[config.mk]
export PLATFORM = sky130hd
export DESIGN_NAME = qrf_top
export DESIGN_NICKNAME = d
export VERILOG_FILES = /design/src/hw/qrf_pkg.sv /design/src/hw/qrf_reg_if.sv /design/src/hw/qrf_ahb_slave.sv /design/src/hw/qrf_top.sv
export VERILOG_INCLUDE_DIRS = /design/src /design/src/hw
export SDC_FILE = /design/constraint.sdc
export NUM_CORES = 1
export LEC_CHECK = 0
export BUFFER_PORTS_ARGS = -buffer_cell sky130_fd_sc_hd__buf_2
export CORE_MARGIN = 4
export CORE_UTILIZATION = 40
export DETAILED_ROUTE_END_ITERATION = 8
export MAX_ROUTING_LAYER = met4
export SLEW_MARGIN = 5
export SYNTH_ARGS = -nofsm -noshare
export SYNTH_HDL_FRONTEND = slang
export SYNTH_SLANG_ARGS = --single-unit
[constraint.sdc]
create_clock -name hclk -period 2.7 [get_ports hclk]
set_input_delay 0.27 -clock hclk [delete_from_list [all_inputs] [get_ports hclk]]
set_output_delay 0.27 -clock hclk [all_outputs]
set_load 0.01 [all_outputs]
[src/hw/qrf_defines.svh]
// register offsets, field positions, codes and reset values of the receive formatter
`ifndef QRF_DEFINES_SVH
`define QRF_DEFINES_SVH

// register byte offsets
`define QRF_OFS_CTRL      4'h0
`define QRF_OFS_STATUS    4'h4
`define QRF_OFS_PKTCNT    4'h8
`define QRF_OFS_LASTTOK   4'hc
`define QRF_AW            4

// control and status bits
`define QRF_CTRL_EN       0
`define QRF_CTRL_RST      32'h0000_0001
`define QRF_STAT_BUSY     0
`define QRF_STAT_MISAL    1

// token fields (bit 31 is the first bit on the wire)
`define QRF_TOK_ACK_LSB   0
`define QRF_TOK_TC_LSB    4
`define QRF_TOK_CNT_LSB   8
`define QRF_TOK_SPD_LSB   16
`define QRF_TOK_PC        18

// packet-control half of the destination word
`define QRF_PC_PRI_LSB    0
`define QRF_PC_TC_LSB     4
`define QRF_PC_RT_LSB     8
`define QRF_PC_TL_LSB     10

// transaction codes
`define QRF_TC_WRQ_QUAD   4'h0
`define QRF_TC_RDRSP_QUAD 4'h6
`define QRF_TC_LOCK_RSP   4'hb

// quadlet counts
`define QRF_HDR_QUADS     8'h00
`define QRF_ONE_QUAD      8'h01
`define QRF_ALIGN_MASK    2'h3

`endif

[src/hw/qrf_pkg.sv]
// types shared by the receive formatter modules
package qrf_pkg;
  typedef enum logic [5:0] {
    QRF_IDLE  = 6'b000001,
    QRF_TOKEN = 6'b000010,
    QRF_DEST  = 6'b000100,
    QRF_SRC   = 6'b001000,
    QRF_OFFLO = 6'b010000,
    QRF_DATA  = 6'b100000
  } qrf_state_t;

  typedef logic [31:0] qrf_quad_t;
  typedef logic [15:0] qrf_id_t;
  typedef logic [1:0]  qrf_speed_t;
  typedef logic [3:0]  qrf_code_t;
endpackage

[src/hw/qrf_reg_if.sv]
// register access channel between the bus slave and the formatter core
interface qrf_reg_if;
  logic                 wr_en;
  logic [3:0]           wr_addr;
  qrf_pkg::qrf_quad_t   wr_data;
  logic [3:0]           rd_addr;
  qrf_pkg::qrf_quad_t   rd_data;

  modport slave (output wr_en, output wr_addr, output wr_data, output rd_addr, input rd_data);
  modport core  (input wr_en, input wr_addr, input wr_data, input rd_addr, output rd_data);
endinterface

[src/hw/qrf_ahb_slave.sv]
// zero-wait AHB-Lite slave that turns bus transfers into register strobes
`include "qrf_defines.svh"
module qrf_ahb_slave (
  // clock and reset
  input  wire logic               hclk,
  input  wire logic               hresetn,
  // bus
  input  wire logic               hsel,
  input  wire logic [31:0]        haddr,
  input  wire logic [1:0]         htrans,
  input  wire logic               hwrite,
  input  wire logic [2:0]         hsize,
  input  wire logic               hready,
  input  wire qrf_pkg::qrf_quad_t hwdata,
  output logic                    hreadyout,
  output logic                    hresp,
  output qrf_pkg::qrf_quad_t      hrdata,
  // register channel
  qrf_reg_if.slave                regs
);
  import qrf_pkg::*;

  logic                   wr_pend;
  logic [`QRF_AW-1:0]     wr_idx;
  logic                   take;

  // only NONSEQ/SEQ with the bus ready starts a transfer
  assign take          = hsel && hready && htrans[1];
  assign hreadyout     = 1'b1;
  assign hresp         = 1'b0;
  assign regs.rd_addr  = haddr[`QRF_AW-1:0];
  assign regs.wr_en    = wr_pend;
  assign regs.wr_addr  = wr_idx;
  // hsize is not checked: only whole words are mapped
  assign regs.wr_data  = hwdata;

  always_ff @(posedge hclk or negedge hresetn) begin
    if (!hresetn) begin
      wr_pend <= 1'b0;
      wr_idx  <= '0;
      hrdata  <= '0;
    end else begin
      wr_pend <= take && hwrite;
      if (take) begin
        wr_idx <= haddr[`QRF_AW-1:0];
      end
      // read data is captured in the address phase so it stands in the data phase
      if (take && !hwrite) begin
        hrdata <= regs.rd_data;
      end
    end
  end
endmodule // qrf_ahb_slave

[src/hw/qrf_top.sv]
// quadlet receive formatter: packs received quadlet packets into the receive fifo
//
// Contract
// RULE1: token is always the first stored quadlet
// RULE2: destination ID high, packet control low
// RULE3: source ID high, offset high low, offset low next
// RULE4: data quadlet only for write request, read response
// RULE5: packet-complete set when next block is last; the code sets it when rx_more_blocks is low, so on the last block itself
// RULE6: speed code 00/01/10, 11 undefined
// RULE7: data quadlet count written into the token
// RULE8: transaction code in token and control word
// RULE9: token carries acknowledge code returned to sender
// RULE10: destination is 10-bit bus, 6-bit node
// RULE11: transaction label passed through unchanged
// RULE12: retry code reported as two bits
// RULE13: sender puts zero priority; passed through
// RULE14: destination offset quadlet aligned, modulo four
// RULE15: lock response: rcode top four, rest reserved
// RULE16: source ID is the sending node
// RULE17: quadlets of one packet stored contiguously, in order
//
// The AHB-Lite interface to the registers and the placing of the registers were left to the implementer.
`include "qrf_defines.svh"
module qrf_top (
  // clock and reset
  input  wire logic               hclk,
  input  wire logic               hresetn,
  // AHB-Lite register bus
  input  wire logic               hsel,
  input  wire logic [31:0]        haddr,
  input  wire logic [1:0]         htrans,
  input  wire logic               hwrite,
  input  wire logic [2:0]         hsize,
  input  wire logic               hready,
  input  wire qrf_pkg::qrf_quad_t hwdata,
  output logic                    hreadyout,
  output logic                    hresp,
  output qrf_pkg::qrf_quad_t      hrdata,
  // received packet from the link receiver
  input  wire logic               rx_valid,
  output logic                    rx_ready,
  input  wire qrf_pkg::qrf_id_t   rx_dest_id,
  input  wire qrf_pkg::qrf_id_t   rx_src_id,
  input  wire logic [5:0]         rx_tlabel,
  input  wire logic [1:0]         rx_retry,
  input  wire qrf_pkg::qrf_code_t rx_tcode,
  input  wire qrf_pkg::qrf_code_t rx_priority,
  input  wire logic [15:0]        rx_offset_high,
  input  wire qrf_pkg::qrf_quad_t rx_offset_low,
  input  wire qrf_pkg::qrf_quad_t rx_data,
  input  wire qrf_pkg::qrf_speed_t rx_speed,
  input  wire qrf_pkg::qrf_code_t rx_ack_sent,
  input  wire logic               rx_more_blocks,
  // receive fifo write side
  output logic                    fifo_wvalid,
  input  wire logic               fifo_wready,
  output qrf_pkg::qrf_quad_t      fifo_wdata,
  output logic                    fifo_wlast
);
  import qrf_pkg::*;

  qrf_reg_if regs ();

  qrf_ahb_slave u_slave (
    .hclk      (hclk),
    .hresetn   (hresetn),
    .hsel      (hsel),
    .haddr     (haddr),
    .htrans    (htrans),
    .hwrite    (hwrite),
    .hsize     (hsize),
    .hready    (hready),
    .hwdata    (hwdata),
    .hreadyout (hreadyout),
    .hresp     (hresp),
    .hrdata    (hrdata),
    .regs      (regs)
  );

  // ---------------- registers ----------------
  qrf_quad_t   ctrl;
  logic        misaligned;
  qrf_quad_t   pkt_count;
  qrf_quad_t   last_token;
  qrf_state_t  state;
  qrf_state_t  next_state;

  logic        enable;
  logic        busy;
  logic        wr_ctrl;
  logic        wr_status;
  logic        clr_misal;
  qrf_quad_t   status_word;

  assign enable      = ctrl[`QRF_CTRL_EN];
  assign busy        = (state != QRF_IDLE);
  assign wr_ctrl     = regs.wr_en && (regs.wr_addr == `QRF_OFS_CTRL);
  assign wr_status   = regs.wr_en && (regs.wr_addr == `QRF_OFS_STATUS);
  assign clr_misal   = wr_status && regs.wr_data[`QRF_STAT_MISAL];

  always_comb begin
    status_word = '0;
    status_word[`QRF_STAT_BUSY]  = busy;
    status_word[`QRF_STAT_MISAL] = misaligned;
  end

  // read decode, unmapped offsets read zero
  assign regs.rd_data = (regs.rd_addr == `QRF_OFS_CTRL)    ? ctrl :
                        (regs.rd_addr == `QRF_OFS_STATUS)  ? status_word :
                        (regs.rd_addr == `QRF_OFS_PKTCNT)  ? pkt_count :
                        (regs.rd_addr == `QRF_OFS_LASTTOK) ? last_token : '0;

  // ---------------- packet capture ----------------
  logic        accept;
  logic        fifo_take;
  logic        has_data;
  logic        lock_rsp;
  logic        off_bad;
  logic [7:0]  data_count;
  logic [15:0] off_high;
  logic [15:0] pkt_control;
  qrf_quad_t   token;
  qrf_quad_t   quad [0:4];
  logic        keep_data;

  assign rx_ready  = enable && !busy;
  assign accept    = rx_valid && rx_ready;
  assign fifo_take = fifo_wvalid && fifo_wready;

  assign has_data   = (rx_tcode == `QRF_TC_WRQ_QUAD) ||
                      (rx_tcode == `QRF_TC_RDRSP_QUAD);                  // RULE4
  assign data_count = has_data ? `QRF_ONE_QUAD : `QRF_HDR_QUADS;          // RULE7
  assign lock_rsp   = (rx_tcode == `QRF_TC_LOCK_RSP);
  // reserved offset bits of a lock response are stored as zero
  assign off_high   = lock_rsp ? {rx_offset_high[15:12], 12'h000}
                               : rx_offset_high;                          // RULE15
  assign off_bad    = (rx_offset_low[1:0] & `QRF_ALIGN_MASK) != 2'h0;     // RULE14

  always_comb begin
    token = '0;
    token[`QRF_TOK_ACK_LSB +: 4] = rx_ack_sent;                           // RULE9
    token[`QRF_TOK_TC_LSB  +: 4] = rx_tcode;                              // RULE8
    token[`QRF_TOK_CNT_LSB +: 8] = data_count;                            // RULE7
    token[`QRF_TOK_SPD_LSB +: 2] = rx_speed;                              // RULE6
    token[`QRF_TOK_PC]           = !rx_more_blocks;                       // RULE5
  end

  always_comb begin
    pkt_control = '0;
    pkt_control[`QRF_PC_PRI_LSB +: 4] = rx_priority;                      // RULE13
    pkt_control[`QRF_PC_TC_LSB  +: 4] = rx_tcode;                         // RULE8
    pkt_control[`QRF_PC_RT_LSB  +: 2] = rx_retry;                         // RULE12
    pkt_control[`QRF_PC_TL_LSB  +: 6] = rx_tlabel;                        // RULE11
  end

  // the whole packet is latched at once so the fifo can stall without
  // holding the link receiver; the price is five words of storage
  always_ff @(posedge hclk or negedge hresetn) begin
    if (!hresetn) begin
      for (int i = 0; i < 5; i++) begin
        quad[i] <= '0;
      end
      keep_data <= 1'b0;
    end else if (accept) begin
      quad[0]   <= token;                                                 // RULE1
      quad[1]   <= {rx_dest_id, pkt_control};                             // RULE2 RULE10
      quad[2]   <= {rx_src_id, off_high};                                 // RULE3 RULE16
      quad[3]   <= rx_offset_low;                                         // RULE3
      quad[4]   <= rx_data;
      keep_data <= has_data;                                              // RULE4
    end
  end

  // ---------------- fifo sequencer ----------------
  always_comb begin
    next_state = state;
    case (state)
      QRF_IDLE:  if (accept) next_state = QRF_TOKEN;                      // RULE1
      QRF_TOKEN: if (fifo_take) next_state = QRF_DEST;                    // RULE17
      QRF_DEST:  if (fifo_take) next_state = QRF_SRC;
      QRF_SRC:   if (fifo_take) next_state = QRF_OFFLO;
      QRF_OFFLO: if (fifo_take) next_state = keep_data ? QRF_DATA : QRF_IDLE; // RULE4
      QRF_DATA:  if (fifo_take) next_state = QRF_IDLE;
      default:   next_state = QRF_IDLE;
    endcase
  end

  qrf_quad_t next_wdata;
  logic      next_wlast;

  always_comb begin
    next_wdata = fifo_wdata;
    next_wlast = 1'b0;
    case (next_state)
      QRF_TOKEN: next_wdata = quad[0];
      QRF_DEST:  next_wdata = quad[1];
      QRF_SRC:   next_wdata = quad[2];
      QRF_OFFLO: begin
        next_wdata = quad[3];
        next_wlast = !keep_data;
      end
      QRF_DATA: begin
        next_wdata = quad[4];
        next_wlast = 1'b1;
      end
      default:   next_wdata = fifo_wdata;
    endcase
  end

  // token is loaded straight from the token word, not from quad[0], so it appears one cycle after accept
  always_ff @(posedge hclk or negedge hresetn) begin
    if (!hresetn) begin
      state       <= QRF_IDLE;
      fifo_wdata  <= '0;
      fifo_wlast  <= 1'b0;
      fifo_wvalid <= 1'b0;
    end else begin
      state       <= next_state;
      fifo_wvalid <= (next_state != QRF_IDLE);
      fifo_wlast  <= accept ? 1'b0 : next_wlast;
      fifo_wdata  <= accept ? token : next_wdata;                         // RULE1 RULE17
    end
  end

  // ---------------- software-visible state ----------------
  always_ff @(posedge hclk or negedge hresetn) begin
    if (!hresetn) begin
      ctrl       <= `QRF_CTRL_RST;
      misaligned <= 1'b0;
      pkt_count  <= '0;
      last_token <= '0;
    end else begin
      if (wr_ctrl) begin
        ctrl <= regs.wr_data;
      end
      // a new misaligned packet wins over a clear in the same cycle
      if (accept && off_bad) begin
        misaligned <= 1'b1;                                               // RULE14
      end else if (clr_misal) begin
        misaligned <= 1'b0;
      end
      if (accept) begin
        pkt_count  <= pkt_count + 32'h0000_0001;
        last_token <= token;
      end
    end
  end
endmodule // qrf_top

# Word level (Yosys, flattened, before mapping)

Index checks and enable logic that the tools add are counted.

Register bits after elaboration: 290
Bits of input ports: 211
Output and inout bits: 69
Word-level logic and storage cells: 78

Add/subtract/negate cells: 1
Equal/unequal tests: 19
Muxes and demuxes: 20
Reduce and logical (&&, ||, !) cells: 22

Operators by type and width:

| cell                    | count |
|---|---|
| $pmux W32 S5            | 1 |
| $mux W32                | 4 |
| $mux W6                 | 7 |
| $pmux W6 S6             | 1 |
| $add A32 B1 Y32 const B | 1 |
| $mux W19                | 1 |
| $eq A4 B3 Y1 const B    | 3 |
| $eq A4 B4 Y1 const B    | 3 |
| $eq A6 B2 Y1 const B    | 2 |
| $eq A6 B3 Y1 const B    | 2 |
| $eq A6 B4 Y1 const B    | 2 |
| $eq A6 B5 Y1 const B    | 2 |
| $eq A6 B6 Y1 const B    | 2 |
| $logic_not A4 Y1        | 3 |
| $mux W12                | 1 |
| $ne A6 B1 Y1 const B    | 2 |
| $logic_and A1 B1 Y1     | 11 |
| $eq A6 B1 Y1 const B    | 1 |
| $reduce_bool A6 Y1      | 1 |
| $logic_not A1 Y1        | 4 |
| $mux W1                 | 4 |
| $reduce_bool A2 Y1      | 2 |
| $pmux W1 S2             | 1 |
| $logic_or A1 B1 Y1      | 1 |

# Longest topological paths before layout

Depth in word-level cells: 9
Mapped depth: 9
Depth with buffers taken out: 7

# Modules after synthesis

Synthesis repeated with hierarchy kept, for this count alone.

Cell total of the unflattened synthesis: 1,180
Area, all modules: 12,218.0 µm²

Modules (own cells, without submodules):

| module        | times used | cells each | area an instance (µm²) |
|---|---|---|---|
| qrf_top       | 1          | 1,060      | 10,411.2 |
| qrf_ahb_slave | 1          | 120        | 1,806.7 |

# Worst setup path before layout

No wires, ideal clock.

Path kind: reg-to-reg
Start point: reg state[0]
End point: reg fifo_wdata[8]
Arrival: 2.157 ns
Data required time: 2.574 ns
Setup slack: 0.417 ns
Cell stages (with the launch flop): 9
Buffers on the path: 1
Cell sequence: dfstp_2 > buf_2 > xor2_1 > a211oi_1 > o31a_1 > a211oi_4 > inv_2 > or4_1 > o311a_1

Word-level cells in the longest chain between the ends: 9
Elaborated cells between the ends (all ways): 25
Classes of those cells: eq/ne: 12; mux: 9; reduce/logical: 4

Ends and longest elaborated chain:

| item                                       | RTL line       | source |
|---|---|---|
| from (decl)                                | qrf_top.sv:85  | `qrf_state_t state;` |
| from (signal assigned)                     | qrf_top.sv:218 | `state <= next_state;` |
| $ne A6 B1 Y1                               | qrf_top.sv:96  | `assign busy = (state != QRF_IDLE);` |
| $logic_not A1 Y1                           | qrf_top.sv:126 | `assign rx_ready = enable && !busy;` |
| $logic_and A1 B1 Y1                        | qrf_top.sv:126 |  |
| $logic_and A1 B1 Y1                        | qrf_top.sv:127 | `assign accept = rx_valid && rx_ready;` |
| $mux W6                                    | qrf_top.sv:178 | `QRF_IDLE: if (accept) next_state = QRF_TOKEN;` |
| $pmux W6 S6                                | qrf_top.sv:177 | `case (state)` |
| $eq A6 B6 Y1, or another cell as far along | qrf_top.sv:194 | `case (next_state)` |
| $pmux W32 S5                               | qrf_top.sv:194 |  |
| $mux W32                                   | qrf_top.sv:221 | `fifo_wdata <= accept ? token : next_wdata;` |
| to (signal assigned)                       | qrf_top.sv:221 |  |
| to (decl)                                  | qrf_top.sv:57  | `output qrf_pkg::qrf_quad_t fifo_wdata,` |

Parallel ways exist; a longest one is shown, timed or not.
A chain may end at the register's enable or synchronous reset.

# Worst setup path after layout

Start point: reg state[5]
End point: reg fifo_wdata[2]

The elaborated chain is that of the path after synthesis.

==> results.md <==
- The run finished with clean final reports.
- The critical path buffer and inverter count is 2.
- The count of distinct cell types in the synthesized netlist is 52.
- The total congestion overflow is 0.
- The global placement routability congestion is 0.847.
- The register bit count reported by yosys is 278.
- The kind of critical path is reg2reg.
- On the worst path, the slowest cell contributes a delay of 0.52 ns.
- Timing analysis after detailed placement gives a worst setup slack of 0.225 ns.
- The number of global-route vias before repair came to 10500.
- The critical path required time is 3.11 ns.
- During synthesis, Yosys emitted a total of 0 warnings.
- In this run, flip-flops and latches consume 46.0% of the power.
- The number of nets handed over by synthesis was 1413.
- The library cell occupying the most area in the post-synthesis netlist is sky130_fd_sc_hd__dfrtp_1.
- The finished layout cell area is 16300 um2.
- After clock tree synthesis, the setup repair step added 0 buffers.
- In this run the power spent charging and discharging nets is 4080 uW.
- The fraction of registers with async set/reset is 100%.
- The met2 track demand over resource is 35.3%.
- The final route contains 10200 vias.
- The height of the die is 179 um.
- IR analysis of the VDD net gives a maximum drop of 0.482 mV.
- From left edge to right edge, the die measures 179 um.
- Summed over its instances, the top area cell type makes up 58.8% of the synthesized netlist area.
- The number of nets in the final layout is 1806.
- The initial core utilization is 40.7%.
- In the post-route analysis, the smallest setup slack over all paths is 0.134 ns.
- Timing would allow up to 390 MHz.
- For this run, the share of the core covered by cells in the final layout is 56.3%.
- The worst path needs 2.57 ns of the cycle, external delays included.
- The most used flip-flop cell after synthesis is sky130_fd_sc_hd__dfrtp_1.
- The worst clock skew on the final layout is 0.0181 ns.
- The total number of placement rows is 62.
- The logic gate share of total power is 21.5%.
- The endpoint type of the worst setup path is a register.
- The clock root buffer master is sky130_fd_sc_hd__clkbuf_16.
- No sink is reached through more buffers than the 3 on the longest clock path.
- The die covers 32200 um2.
- The number of fill cells is 2538.
- The count of flip-flops with a built-in enable after synthesis is 0.
- The post-detailed-route wirelength per cell is 17.4 um.
- Global routing consumed, on the met3 layer, 3.44% of the routing resources.
- For this block, the initial DRC count from the detailed router was 840.
- The share of power burned in the clock network is 32.5%.
- The cell class contributing the biggest share of worst-path delay is compound AO/OA/AOI/OAI gates.
- Compared with the post-synthesis result, the final layout area differs by 38.3%.
- The global-route layer with the greatest usage is met2.
- The TritonCTS sink count is 278.
- The sort of element at the start of the critical path is a register.
- The vias per cell is 5.07.
- Counting the buffers created by CTS gives 31.
- The routing usage on met1 is 29.9%.
- In this run the number of H-tree levels came out at 1.
- Entering global routing, the biggest net connects 108 pins.
- Cells with a size suffix above 1 make up 23.7% of the layout.
- After detailed placement, the total cell area comes to 13500 um2.
- Yosys attributes the largest share of cell area to sky130_fd_sc_hd__dfrtp_1 59%, sky130_fd_sc_hd__nand2_1 16%, sky130_fd_sc_hd__mux2_2 4.3%.
- The data arrival time of the critical path is 2.98 ns.
- sky130_fd_sc_hd__nand2_1 is the most common cell in the netlist.
- The count of pins on the block boundary is 280.
- The number of antenna violations at the first check in global routing is 4.
- The post-cts resize count is 0.
- The synthesized cell area is 11800 um2.
- Setup violations remaining at the end of the flow were counted as 0.
- Ranked by instance count, the synthesized netlist is headed by 491 x sky130_fd_sc_hd__nand2_1, 276 x sky130_fd_sc_hd__dfrtp_1, 67 x sky130_fd_sc_hd__clkbuf_1.
- Global routing used 22.0% of the available tracks.
- Among all stages on the critical path, the largest delay is contributed by sky130_fd_sc_hd__nor4_1.
- The analysis attributes to cell leakage a power of 0.00815 uW.
- The peak fanout along the critical path is 33.
- Across the run, the number of max-cap violations was 0.
- Clock latency on the worst-skew pair, taken at its later pin, is 0.55 ns.
- In this run the tightest slew margin relative to its limit is 23.0%.
- The core region is 28900 um2.
- Hold repair after CTS inserted 168 buffers.
- The sequential area share after synthesis is 59.2%.
- The first global-routing pass estimated 57200 um of wire.
- The final-report max-slew violation count is 0.
- The hold violation count in the final report is 0.
- After legalization and detailed placement, the total HPWL measured 22000 um.
- The total DRC errors in the routed layout is 0.
- The average size of a mapped cell is 9.79 um2.
- The number of detailed-route iterations in the first pass is 5.
- Counting every instance in the synthesized netlist gives 1201.
- The min-delay analysis places its worst path in the category in2reg.
- In this run switching power makes up 30.3% of total power.
- The clock-pin transition on the worst setup and hold timing paths is 0.06 ns.
- At the pin with the least slew margin, the transition time is 1.16 ns.
- Dividing the final minimum period by the clock period gives 95.0%.
- The critical path goes through nor4_1 -> o21ai_0 -> o31a_1 -> a211oi_4 -> inv_2 -> buf_4 -> a221o_1.
- Dividing total power by cell area gives a power density of 829 nW/um2.
- TritonCTS built the clock tree.
- Wires add up to 34800 um.
- The internal power of the cells is 9390 uW.
- Once detail routing completed, the nets flagged for antenna violations numbered 0.
- Buffers placed on the I/O ports in this run total 245.
[final timing paths]
kind	startpoint	endpoint	slack, ns	depth (start not counted)
setup / recovery	state[5]	fifo_wdata[2]	0.13	7
hold / removal	rx_tcode[3]	quad[103]	0.03	3
setup reg to reg	state[5]	fifo_wdata[2]	0.13	7
hold reg to reg	quad[16]	quad[16]	0.46	2
max in group asynchronous	hresetn	quad[122]	1.46	3
min in group asynchronous	hresetn	u_slave.hrdata[0]	0.29	2
[through the flow]
step                      cells  power, uW  hold WS (ns)  setup TNS [ns]
after global routing       2003      14300        0.0105          -0.268
after global placement     1777       8850         0.276               0
after detailed placement   1777       8970         0.274               0
after floorplan            1201       7830       -0.0256               0
final                      2003      13500        0.0328               0
after CTS                  1999      13600       0.00905               0
[area by class of cell]
| cell class | instances | area [um2] | share of cell area, % |
|---|---|---|---|
| Multi-Input combinational cell | 833 | 4500 | 27.7 |
| Inverter | 11 | 41.3 | 0.254 |
| Clock buffer | 45 | 918 | 5.65 |
| Sequential cell | 278 | 6960 | 42.8 |
| Antenna cell | 4 | 10.0 | 0.0616 |
| Timing Repair Buffer | 439 | 3190 | 19.6 |
| Tap cell | 384 | 480 | 2.96 |
| Clock inverter | 9 | 150 | 0.924 |
[placed cells by master (no fill, tap or decap), types with 8 or more instances in the layout]
master                          Yosys  layout
sky130_fd_sc_hd__nand3_1           53      52
sky130_fd_sc_hd__dfrtp_1          276     276
sky130_fd_sc_hd__buf_4              2      20
sky130_fd_sc_hd__buf_2              5     244
sky130_fd_sc_hd__dlygate4sd3_1      0     168
sky130_fd_sc_hd__nand4_1           11      11
sky130_fd_sc_hd__mux2_2            45      45
sky130_fd_sc_hd__nor2_1            13      11
sky130_fd_sc_hd__clkbuf_8           0       9
sky130_fd_sc_hd__nand2_1          491     491
sky130_fd_sc_hd__and3_1            10      10
sky130_fd_sc_hd__o21ai_0           39      39
sky130_fd_sc_hd__a22oi_1           31      31
sky130_fd_sc_hd__a222oi_1          32      32
sky130_fd_sc_hd__xnor2_1           29      29
sky130_fd_sc_hd__a21oi_1            8       8
sky130_fd_sc_hd__clkbuf_16          0      31
sky130_fd_sc_hd__inv_1             10      10
[cell families (layout without fill, tap and decap cells)]
group,after synthesis,count (layout),share of synthesized area [%]
other,2,6,0.0639
buffers and inverters,90,504,3.06
DFF,278,278,59.2
muxes,47,47,4.69
and+or+nand+nor,616,616,21.8
AOI/OAI and AO/OA,134,134,8.62
xor gates and xnor gates,33,33,2.46
adders and majority gates,1,1,0.106
[sequential cells by signal, indices dropped and copies added (netlist names)]
register and flops:
u_slave.regs.wr_en 1, misaligned 1, fifo_wdata 32, pkt_count 32, fifo_wlast 1, u_slave.hrdata 32, fifo_wvalid 1, quad 136
ctrl 32, state 6, u_slave.regs.wr_addr 4
[tightest hold or removal path: stages]
cell,delay [ns]
sky130_fd_sc_hd__buf_2,0.15
sky130_fd_sc_hd__nand2_1,0.07
sky130_fd_sc_hd__nand2_1,0.04
[power groups by stage]
stage,Sequential [uW],Clock (uW),Combinational [uW]
finish,6200,4380,2900
global route,6350,4630,3290
CTS,6190,4460,2910
detailed placement,6260,0,2710
global placement,6210,0,2640
floorplan,6070,0,1750
[layer usage]
layer	share of wire [%]	up-vias
li1	-	4846
met1	44	4923
met2	48	334
met3	5.6	61
met4	2.3	0
met5	0	-
(Power assumes the default switching activity.)
